--- src/core/pmfct_consts.vh ---
// Constants for the power-management fixed control and timer block
`ifndef PMFCT_CONSTS_VH
`define PMFCT_CONSTS_VH

// Register select codes
`define PMFCT_SEL_CTRL_A      2'h0
`define PMFCT_SEL_CTRL_B      2'h1
`define PMFCT_SEL_TIMER       2'h2
`define PMFCT_SEL_ARB         2'h3

// Control register field positions
`define PMFCT_ROUTE_BIT       0
`define PMFCT_WAKE_BIT        1
`define PMFCT_RLS_BIT         2
`define PMFCT_TYPE_LO         10
`define PMFCT_TYPE_HI         12
`define PMFCT_TRIG_BIT        13
`define PMFCT_ARB_BIT         0

// Reset values
`define PMFCT_CTRL_RST        16'h0000
`define PMFCT_ARB_RST         8'h00
`define PMFCT_TMR_RST         32'h00000000

// Timer tick: 3.579545 MHz from 10 MHz by phase accumulator
`define PMFCT_TICK_INC        24'h5BA2A6
`define PMFCT_TICK_W          24

`endif

--- src/core/pmfct_tick_gen.v ---
// Tick enable generator for the power-management timer rate
`timescale 1ns/1ns
`default_nettype none
`include "pmfct_consts.vh"

module pmfct_tick_gen (
    input  wire clk_sys,
    input  wire sys_rst,
    input  wire run,
    output reg  tick
);
    reg  [`PMFCT_TICK_W-1:0] accReg;
    wire [`PMFCT_TICK_W:0]   sumNext;

    assign sumNext = {1'b0, accReg} + {1'b0, `PMFCT_TICK_INC};

    always @(posedge clk_sys) begin
        if (sys_rst) begin
            accReg <= {`PMFCT_TICK_W{1'b0}};
            tick   <= 1'b0;
        end else if (run) begin
            accReg <= sumNext[`PMFCT_TICK_W-1:0];
            tick   <= sumNext[`PMFCT_TICK_W];
        end else begin
            tick   <= 1'b0;
        end
    end
endmodule // pmfct_tick_gen

`default_nettype wire

--- src/core/pmfct_timer.v ---
// Free-running power-management timer, 24 or 32 bits
`timescale 1ns/1ns
`default_nettype none
`include "pmfct_consts.vh"

module pmfct_timer (
    input  wire        clk_sys,
    input  wire        sys_rst,
    input  wire        tick,
    input  wire        wide,
    output reg  [31:0] count,
    output reg         msbToggle
);
    wire [31:0] countInc;
    wire        msbOld;
    wire        msbNew;

    assign countInc = count + 32'h00000001;
    assign msbOld = wide ? count[31] : count[23];
    assign msbNew = wide ? countInc[31] : countInc[23];

    always @(posedge clk_sys) begin
        if (sys_rst) begin
            count     <= `PMFCT_TMR_RST;
            msbToggle <= 1'b0;
        end else begin
            msbToggle <= tick & (msbOld ^ msbNew);
            if (tick) begin
                count <= wide ? countInc : {8'h00, countInc[23:0]};
            end
        end
    end
endmodule // pmfct_timer

`default_nettype wire

--- src/core/pmfct_top.v ---
// Power-management fixed control, timer and arbiter registers
// ----------------------------------------------------------------
// Overview of operation
// Events go to SCI when route bit set, else to SMI.
// Only hardware changes route bit; software writes keep it.
// Wake bit set lets bus master request move C3 CPU to C0.
// Global release bit is write-only; writing raises firmware SMI.
// Firmware enable gates that event; firmware status latches it.
// Software writes release when freeing lock with pending set.
// Software treats bits 3-8 reserved and ignores bit 9.
// Sleep-type field bits 10-12 picks state entered on trigger.
// Software writes each sleep-type value into its own block.
// Sleep trigger bit 13 write-only, reads zero, starts sleep.
// Control bits 14 and 15 read zero.
// Two control blocks, each aligned, byte and word access.
// Timer register read-only, full 32-bit read of count.
// Timer 24 or 32 bits wide; flag reports the width.
// Toggle of top implemented timer bit sets timer status.
// Timer increments at 3.579545 MHz while in S0.
// Timer stops when clock halts, resumes from held value.
// Timer bits 24-31 read zero for a 24-bit timer.
// Arbiter control is one naturally aligned byte.
// Arbiter disable set gives CPU ownership, clear lets arbiter grant.
// Software keeps arbiter disable clear in C0, C1, C2.
// Software ignores bits of unsupported features.
// Missing bits in a block read zero, ignore writes.
// Timer enable set raises SCI when timer status sets.
// ----------------------------------------------------------------
`timescale 1ns/1ns
`default_nettype none
`include "pmfct_consts.vh"

module pmfct_top (
    input  wire        clk_sys,
    input  wire        sys_rst,
    input  wire        regRead,
    input  wire        regWrite,
    input  wire [1:0]  regSel,
    input  wire [1:0]  byteEn,
    input  wire [15:0] wrData,
    output reg  [31:0] rdData,
    input  wire        timerWide,
    input  wire [15:0] blockAMask,
    input  wire        routeSetPin,
    input  wire        routeClrPin,
    input  wire        busMasterReqPin,
    input  wire        cpuInC3,
    input  wire        timerEnable,
    input  wire        timerStsClr,
    input  wire        firmwareEventEnable,
    input  wire        firmwareStsClr,
    input  wire        inWorkingState,
    output wire        timerWidthFlag,
    output reg         sciEvent,
    output reg         smiEvent,
    output reg         cpuWakeToC0,
    output reg         sleepStart,
    output reg  [2:0]  sleepTypeA,
    output reg  [2:0]  sleepTypeB,
    output reg         timerStatusFlag,
    output reg         firmwareEventStatus,
    output reg         arbiterDisable
);
    // ------------------------------------------------------------
    // Pin synchronisers
    // ------------------------------------------------------------
    reg [4:0] syncA;
    reg [4:0] syncB;

    always @(posedge clk_sys) begin
        if (sys_rst) begin
            syncA <= 5'h00;
            syncB <= 5'h00;
        end else begin
            syncA <= {inWorkingState, cpuInC3, busMasterReqPin,
                      routeClrPin, routeSetPin};
            syncB <= syncA;
        end
    end

    wire routeSet = syncB[0];
    wire routeClr = syncB[1];
    wire bmReq    = syncB[2];
    wire inC3     = syncB[3];
    wire inS0     = syncB[4];

    // ------------------------------------------------------------
    // Byte-lane merge
    // ------------------------------------------------------------
    // byte lane merge
    function [15:0] laneMerge;
        input [15:0] oldV;
        input [15:0] newV;
        input [1:0]  be;
        begin
            laneMerge = {be[1] ? newV[15:8] : oldV[15:8],
                         be[0] ? newV[7:0]  : oldV[7:0]};
        end
    endfunction

    // Write strobe that reaches the block owning a bit
    function ownHit;
        input hitA;
        input hitB;
        input ownA;
        begin
            ownHit = (hitA && ownA) || (hitB && !ownA);
        end
    endfunction

    // Control block read view, unowned bits zero
    function [15:0] ctlRead;
        input [15:0] ctl;
        input [15:0] view;
        input [15:0] mask;
        begin
            ctlRead = ({ctl[15:13], ctl[12:10], 10'h000} | view) &
                      mask;
        end
    endfunction

    // ------------------------------------------------------------
    // Register strobes
    // ------------------------------------------------------------
    // one strobe per block
    wire wrA   = regWrite && (regSel == `PMFCT_SEL_CTRL_A);
    wire wrB   = regWrite && (regSel == `PMFCT_SEL_CTRL_B);
    wire wrArb = regWrite && (regSel == `PMFCT_SEL_ARB);

    // ------------------------------------------------------------
    // Control blocks
    // ------------------------------------------------------------
    reg        eventRoute_reg;
    reg        bmWake_reg;
    reg [15:0] ctlA_reg;
    reg [15:0] ctlB_reg;
    reg        trigA;
    reg        trigB;
    reg        relPulse;

    wire [15:0] mA = blockAMask;
    wire [15:0] mB = ~blockAMask;
    wire [15:0] wA = laneMerge(16'h0000, wrData, byteEn);
    wire [15:0] wB = wA;

    always @(posedge clk_sys) begin
        if (sys_rst) begin
            eventRoute_reg <= 1'b0;
            bmWake_reg     <= 1'b0;
            ctlA_reg       <= `PMFCT_CTRL_RST;
            ctlB_reg       <= `PMFCT_CTRL_RST;
            trigA          <= 1'b0;
            trigB          <= 1'b0;
            relPulse       <= 1'b0;
        end else begin
            // route bit hardware-only
            if (routeSet)
                eventRoute_reg <= 1'b1;
            else if (routeClr)
                eventRoute_reg <= 1'b0;
            // per-block byte/word writes
            if (wrA && byteEn[1]) begin
                ctlA_reg[12:10] <= wrData[12:10] & mA[12:10];
            end
            if (wrB && byteEn[1]) begin
                ctlB_reg[12:10] <= wrData[12:10] & mB[12:10];
            end
            // bit owned by one block only
            if (byteEn[0] && ownHit(wrA, wrB, mA[`PMFCT_WAKE_BIT])) begin
                bmWake_reg <= wrData[`PMFCT_WAKE_BIT];
            end
            // write-only sleep trigger
            trigA <= wrA && wA[`PMFCT_TRIG_BIT] && mA[`PMFCT_TRIG_BIT];
            trigB <= wrB && wB[`PMFCT_TRIG_BIT] && mB[`PMFCT_TRIG_BIT];
            // release doorbell pulse
            relPulse <= byteEn[0] && wrData[`PMFCT_RLS_BIT] &&
                        ownHit(wrA, wrB, mA[`PMFCT_RLS_BIT]);
        end
    end

    // ------------------------------------------------------------
    // Sleep sequencing outputs
    // ------------------------------------------------------------
    always @(posedge clk_sys) begin
        if (sys_rst) begin
            sleepStart <= 1'b0;
            sleepTypeA <= 3'h0;
            sleepTypeB <= 3'h0;
        end else begin
            // selected sleep type presented
            sleepTypeA <= ctlA_reg[`PMFCT_TYPE_HI:`PMFCT_TYPE_LO];
            sleepTypeB <= ctlB_reg[`PMFCT_TYPE_HI:`PMFCT_TYPE_LO];
            sleepStart <= trigA | trigB;
        end
    end

    // ------------------------------------------------------------
    // Bus master wake and arbiter
    // ------------------------------------------------------------
    always @(posedge clk_sys) begin
        if (sys_rst) begin
            cpuWakeToC0    <= 1'b0;
            arbiterDisable <= 1'b0;
        end else begin
            // wake C3 only when enabled
            cpuWakeToC0 <= bmWake_reg && bmReq && inC3;
            // single byte register, low lane
            // arbiter disable control
            if (wrArb && byteEn[0])
                arbiterDisable <= wrData[`PMFCT_ARB_BIT];
        end
    end

    // ------------------------------------------------------------
    // Timer
    // ------------------------------------------------------------
    wire        tick;
    wire [31:0] tmrCount;
    wire        msbToggle;

    // counts at timer rate in S0
    // halts outside S0, holds value
    pmfct_tick_gen uTick (
        .clk_sys (clk_sys),
        .sys_rst (sys_rst),
        .run     (inS0),
        .tick    (tick)
    );

    // width select
    pmfct_timer uTimer (
        .clk_sys   (clk_sys),
        .sys_rst   (sys_rst),
        .tick      (tick),
        .wide      (timerWide),
        .count     (tmrCount),
        .msbToggle (msbToggle)
    );

    assign timerWidthFlag = timerWide;

    wire timerEvt = msbToggle && timerEnable;
    wire rlsEvt   = relPulse && firmwareEventEnable;

    // ------------------------------------------------------------
    // Status flags and event routing
    // ------------------------------------------------------------
    always @(posedge clk_sys) begin
        if (sys_rst) begin
            timerStatusFlag     <= 1'b0;
            firmwareEventStatus <= 1'b0;
            sciEvent            <= 1'b0;
            smiEvent            <= 1'b0;
        end else begin
            // set wins over clear
            if (msbToggle)
                timerStatusFlag <= 1'b1;
            else if (timerStsClr)
                timerStatusFlag <= 1'b0;
            // firmware gate and latch
            if (rlsEvt)
                firmwareEventStatus <= 1'b1;
            else if (firmwareStsClr)
                firmwareEventStatus <= 1'b0;
            // route timer event; R24: gated by enable
            sciEvent <= timerEvt && eventRoute_reg;
            // release goes to firmware as SMI when firmware enable set, whatever the route bit
            smiEvent <= (timerEvt && !eventRoute_reg) || rlsEvt;
        end
    end

    // ------------------------------------------------------------
    // Read path
    // ------------------------------------------------------------
    wire [15:0] ctlView = {2'b00, 1'b0, 3'h0, 1'b0, 6'h00, 1'b0,
                           bmWake_reg, eventRoute_reg};
    wire [15:0] rdA = ctlRead(ctlA_reg, ctlView, mA);
    wire [15:0] rdB = ctlRead(ctlB_reg, ctlView, mB);

    // upper byte zero when narrow
    wire [31:0] tmrView = timerWide ? tmrCount : {8'h00, tmrCount[23:0]};

    always @(posedge clk_sys) begin
        if (sys_rst) begin
            rdData <= 32'h00000000;
        end else if (regRead) begin
            case (regSel)
                // bits 13-15 read zero
                `PMFCT_SEL_CTRL_A: rdData <= {16'h0000,
                    laneMerge(16'h0000, rdA & 16'h1C03, byteEn)};
                `PMFCT_SEL_CTRL_B: rdData <= {16'h0000,
                    laneMerge(16'h0000, rdB & 16'h1C03, byteEn)};
                // full timer read
                `PMFCT_SEL_TIMER: rdData <= tmrView;
                `PMFCT_SEL_ARB: rdData <= {31'h00000000, arbiterDisable};
                default: rdData <= 32'h00000000;
            endcase
        end
    end
endmodule // pmfct_top

`default_nettype wire

--- config.mk ---
export PLATFORM = sky130hd
export DESIGN_NAME = pmfct_top
export DESIGN_NICKNAME = d
export VERILOG_FILES = /design/src/core/pmfct_tick_gen.v /design/src/core/pmfct_timer.v /design/src/core/pmfct_top.v
export VERILOG_INCLUDE_DIRS = /design/src /design/src/core
export SDC_FILE = /design/constraint.sdc
export NUM_CORES = 1
export LEC_CHECK = 0
export ABC_AREA = 1
export BUFFER_PORTS_ARGS = -buffer_cell sky130_fd_sc_hd__buf_2
export CAP_MARGIN = 5
export CORE_ASPECT_RATIO = 2
export CORE_MARGIN = 2
export CORE_UTILIZATION = 44
export DETAILED_ROUTE_END_ITERATION = 7
export GPL_ROUTABILITY_DRIVEN = 1
export PLACE_DENSITY = 0.75
export SLEW_MARGIN = 20
export SYNTH_ARGS = -nofsm -noshare
export SYNTH_HDL_FRONTEND = slang
export SYNTH_SLANG_ARGS = --single-unit
export TNS_END_PERCENT = 10
--- constraint.sdc ---
create_clock -name clk_sys -period 3.32 [get_ports clk_sys]
set_clock_uncertainty 0.1 [all_clocks]
set_input_delay 0.166 -clock clk_sys [delete_from_list [all_inputs] [get_ports clk_sys]]
set_output_delay 0.166 -clock clk_sys [all_outputs]
set_load 0.03 [all_outputs]
# Word level (Yosys, flattened, before mapping)
# Cells that the tools add are included.
dict set report classes {
  n_bitwise 11
  mux 16
  addsub 2
  reduce_logical 34
  n_eq_ne 3
}
# operator count
set ops {}
lappend ops {{$pmux 32 s4} 1}
lappend ops {{$mux 32} 2}
lappend ops {{$add 32x1->32 const B} 1}
lappend ops {{$and 13x13->13} 2}
lappend ops {{$or 13x2->13} 2}
lappend ops {{$add 24x23->25 const B} 1}
lappend ops {{$logic_and 1x1->1} 23}
lappend ops {{$not 14->14} 1}
lappend ops {{$mux 5} 2}
lappend ops {{$mux 1} 8}
lappend ops {{$and 3x3->3} 2}
lappend ops {{$mux 6} 1}
lappend ops {{$reduce_bool 2->1} 3}
lappend ops {{$eq 2x2->1 const B} 2}
lappend ops {{$mux 2} 2}
lappend ops {{$logic_not 1->1} 3}
lappend ops {{$logic_or 1x1->1} 3}
lappend ops {{$eq 2x1->1 const B} 1}
lappend ops {{$logic_not 2->1} 1}
lappend ops {{$reduce_or 2->1} 1}
lappend ops {{$and 1x1->1} 1}
lappend ops {{$not 1->1} 1}
lappend ops {{$or 1x1->1} 1}
lappend ops {{$xor 1x1->1} 1}
dict set report word_totals {
  ff_bits 124
  wordCells 89
  output_inout_bits 46
  in_bits 50
}

# Logic depth before layout (Yosys ltp)
dict set report depth {
  word_depth 5
  depth_mapped 12
  depth_no_buf 12
}

# By module
# A second synthesis with hierarchy kept.
dict set report unflattened {
  hier_cells 854
  area_unflattened_um2 5915.7
}
# mod cells_each area_per_inst_um2 seq_area_each_um2 n_inst
set by_module_without_submodules {}
lappend by_module_without_submodules {pmfct_top 324 2533.7 1321.3 1}
lappend by_module_without_submodules {pmfct_timer 269 1825.5 660.6 1}
lappend by_module_without_submodules {pmfct_tick_gen 261 1556.5 480.5 1}

# Worst setup path before layout
# Ideal clock, no wire load.
dict set report synth_path {
  path_type {register -> register}
  from {register uTick.accReg[1]}
  to {register uTick.accReg[19]}
  path_stages_with_launch 11
  path_slack_ns 1.732
  n_path_buf 0
  t_required_ns 3.105
  synth_period_minus_slack_ns 1.588
  setup_ns 0.115
  t_arrival_ns 1.373
  cell_sequence {dfxtp_1 inv_1 ha_1 inv_1 nand3_1 o21ai_1 nand2_1 nand2_1 nand3_1 a21oi_1 nor2_1}
}
dict set report synth_between {
  elab_chain_len 1
}
# element line_no
set synth_lines {}
lappend synth_lines {{from (decl)} pmfct_tick_gen.v:12} ;# reg [`PMFCT_TICK_W-1:0] accReg;
lappend synth_lines {{from (signal assigned)} pmfct_tick_gen.v:19} ;# accReg <= {`PMFCT_TICK_W{1'b0}};
lappend synth_lines {{from (signal assigned)} pmfct_tick_gen.v:22} ;# accReg <= sumNext[`PMFCT_TICK_W-1:0];
lappend synth_lines {{$add 24x23->25} pmfct_tick_gen.v:15} ;# assign sumNext = {1'b0, accReg} + {1'b0, `PMFCT_TICK_INC};
# Every way passes these cells.
# A chain may end at the register's enable or synchronous reset.

==> results.ini <==
[global_route]
grt_usage_pct=20.9
grt_pass1_vias=5318
grt_pass1_wl_mm=23.5
grt-ovfl-total=0
grt_start_max_net_pins=81
grt_antenna_before_repair=0

[critical_path]
startpoint_type=primary input
cp_max_fo=23
cp_data_arrival_time_ps=2230
cp.required_ps=3510
crit_type=in2reg
cp-end-kind=register

[clocking]
cts.hold.buffers_added=31
clkSinkCount=123
cts_resized=0
cts-root-buf=clkbuf_16
cts_buffers=17
cts_tree=yes
cts_buffer_depth=2
clkLatencyLatePin_ps=410
clkSlewWorstSetupHoldPaths_ps=50
htreeDepth=4
post_cts_buffers=0

[sta]
tns_ps=0
rsz0062_at_grt=false
final_max_slew_viol_count=0
timing.final.crit_share_pct=61.2
timing.final.crit_period_ps=2030
hold_viol=0
tightest_slew_ps=831
fmax_mhz=492
slew_headroom_pct=44.6
setup_viol=0

[synth]
ys_seq_area_share_pct=44.4
synth-seq-cells=123
synth_edf_count=0
syn_inst=795
postSynthAreaPerCell_sq_um=6.97
synth_cell_types=40
synth_warnings=0
synthesis.area_sq_um=5540
async_flop_share_pct=0
synth_fp_nets=847
ys.flop_type=dfxtp_1

[finish]
antenna_cells_inserted=0
drive_above_1_share_pct=15.2
area_growth_syn_to_layout_pct=27.2
mostFrequentLayoutCell=nand2_1
final_cell_mix=177 x nand2_1, 123 x dfxtp_1, 102 x nor2_1
top_regs=rdData: 32 flops, uTimer.count: 32 flops, uTick.accReg: 23 flops
layout.nets=955

[power]
p_total_mw=3.84
p_leak_nw=2.93
power.density_nw_per_um2=544
ir_worst_vdd_mv=0.405

[routing]
drc=0
route.met2.wl_mm=6.81
ant_nets=0
drt_pass1_iterations=5
maxUsedRoutingLayer=met4
drt-initial-drc-count=303
wl_met3_microns=722
via_per_inst=5.10
wl_met1_mm=5.94
vias=5434
wl_mm=13.8
wl_per_cell_microns=12.9

[placement]
gp_congestion=0.906
portBuffers=77
dp_hpwl_mm=8.88

[die]
die_x_microns=83.4
row_count=58
dieArea_sq_um=13600
core_area_sq_um=12400
dieHeight_microns=163
io_pins=96
start_util_pct=44.7

[flow_run]
drv_cap=0

[status]
status=complete, no violations

[hold_path]
timing.hold.worst.class=in2reg

[worst max-delay path, stage by stage]
cell,delay [ps]
buf_2,90
clkinv_1,340
buf_4,370
nand3_1,100
dlygate4sd3_1,540
nor2_1,50
dlygate4sd3_1,560
[metrics by stage]
step                      utilization [%]  area [sq um]  worst slack (ps)  hold slack [ps]  instances
after floorplan                         -          5540              1730              143        795
after global placement               48.8          6060              1460              249       1003
after detailed placement             48.8          6060              1440              255       1003
after CTS                            56.8          7050              1310             17.2       1066
after global routing                 56.8          7050              1180             35.7       1066
final                                56.8          7050              1290             22.2       1066
[power breakdown]
part	switching (mW)	total, mW	internal, mW
registers	0.0155	1.52	1.50
clock network	0.657	2.13	1.47
logic	0.126	0.199	0.0732
total	0.798	3.84	3.04
[final timing paths]
kind	start	to	slack, ps	depth (start not counted)
setup reg to reg	uTick.tick$_SDFF_PP0_	uTimer.count[18]$_SDFFE_PP0P_	1380	9
hold reg to reg	syncA[3]$_SDFF_PP0_	syncB[3]$_SDFF_PP0_	300	2
hold / removal	regWrite	bmWake_reg$_SDFFE_PP0P_	20	3
setup / recovery	sys_rst	relPulse$_SDFF_PP0_	1290	7
[cell usage after synthesis, types with 2 or more instances]
master    instances  area, sq um
a211oi_1          4         30.0
a21oi_1          80          400
a31oi_1           5         31.3
and3_1            3         18.8
buf_2             4         20.0
clkbuf_1         19         71.3
clkinv_1          2         7.51
dfxtp_1         123         2460
ha_1              2         25.0
inv_1            91          342
inv_2             4         15.0
nand2_1         177          664
nand2_2           3         18.8
nand3_1          52          260
nand3_2           4         40.0
nand4_1          13         81.3
nor2_1          103          387
nor2_2            7         43.8
nor2_4            3         33.8
nor3_1           25          125
nor3b_1           3         22.5
nor4_1            3         18.8
o21a_1            2         15.0
o21ai_0          38          190
o21ai_1           4         20.0
o22ai_1           2         12.5
o41ai_1           2         17.5
xnor2_1           2         17.5
xor2_1            4         35.0
[final cells by class]
| class | count | area, sq um |
|---|---|---|
| Sequential cell | 123 | 2460 |
| Multi-Input combinational cell | 551 | 2620 |
| Tap cell | 150 | 188 |
| Fill cell | 1108 | 5360 |
| Clock buffer | 22 | 474 |
| Timing Repair Buffer | 113 | 733 |
| Clock inverter | 10 | 211 |
| Inverter | 97 | 364 |
[cells by family (layout without fill, tap and decap cells)]
logic type	Yosys count	in the layout	synth area share, %
buffers and inverters	121	242	8.35
DFF	123	123	44.4
adders and majority gates	2	2	0.451
and+or+nand+nor	403	403	32.5
AOI/OAI and AO/OA	140	140	13.4
xor gates and xnor gates	6	6	0.948
[metal layers]
layer	track usage, %	up-vias
li1	-	2802
met5	0	-
met4	8.05	0
met3	4.82	26
met2	36.8	167
met1	24.5	2439
Note: power is estimated with default switching activity, not from simulation.
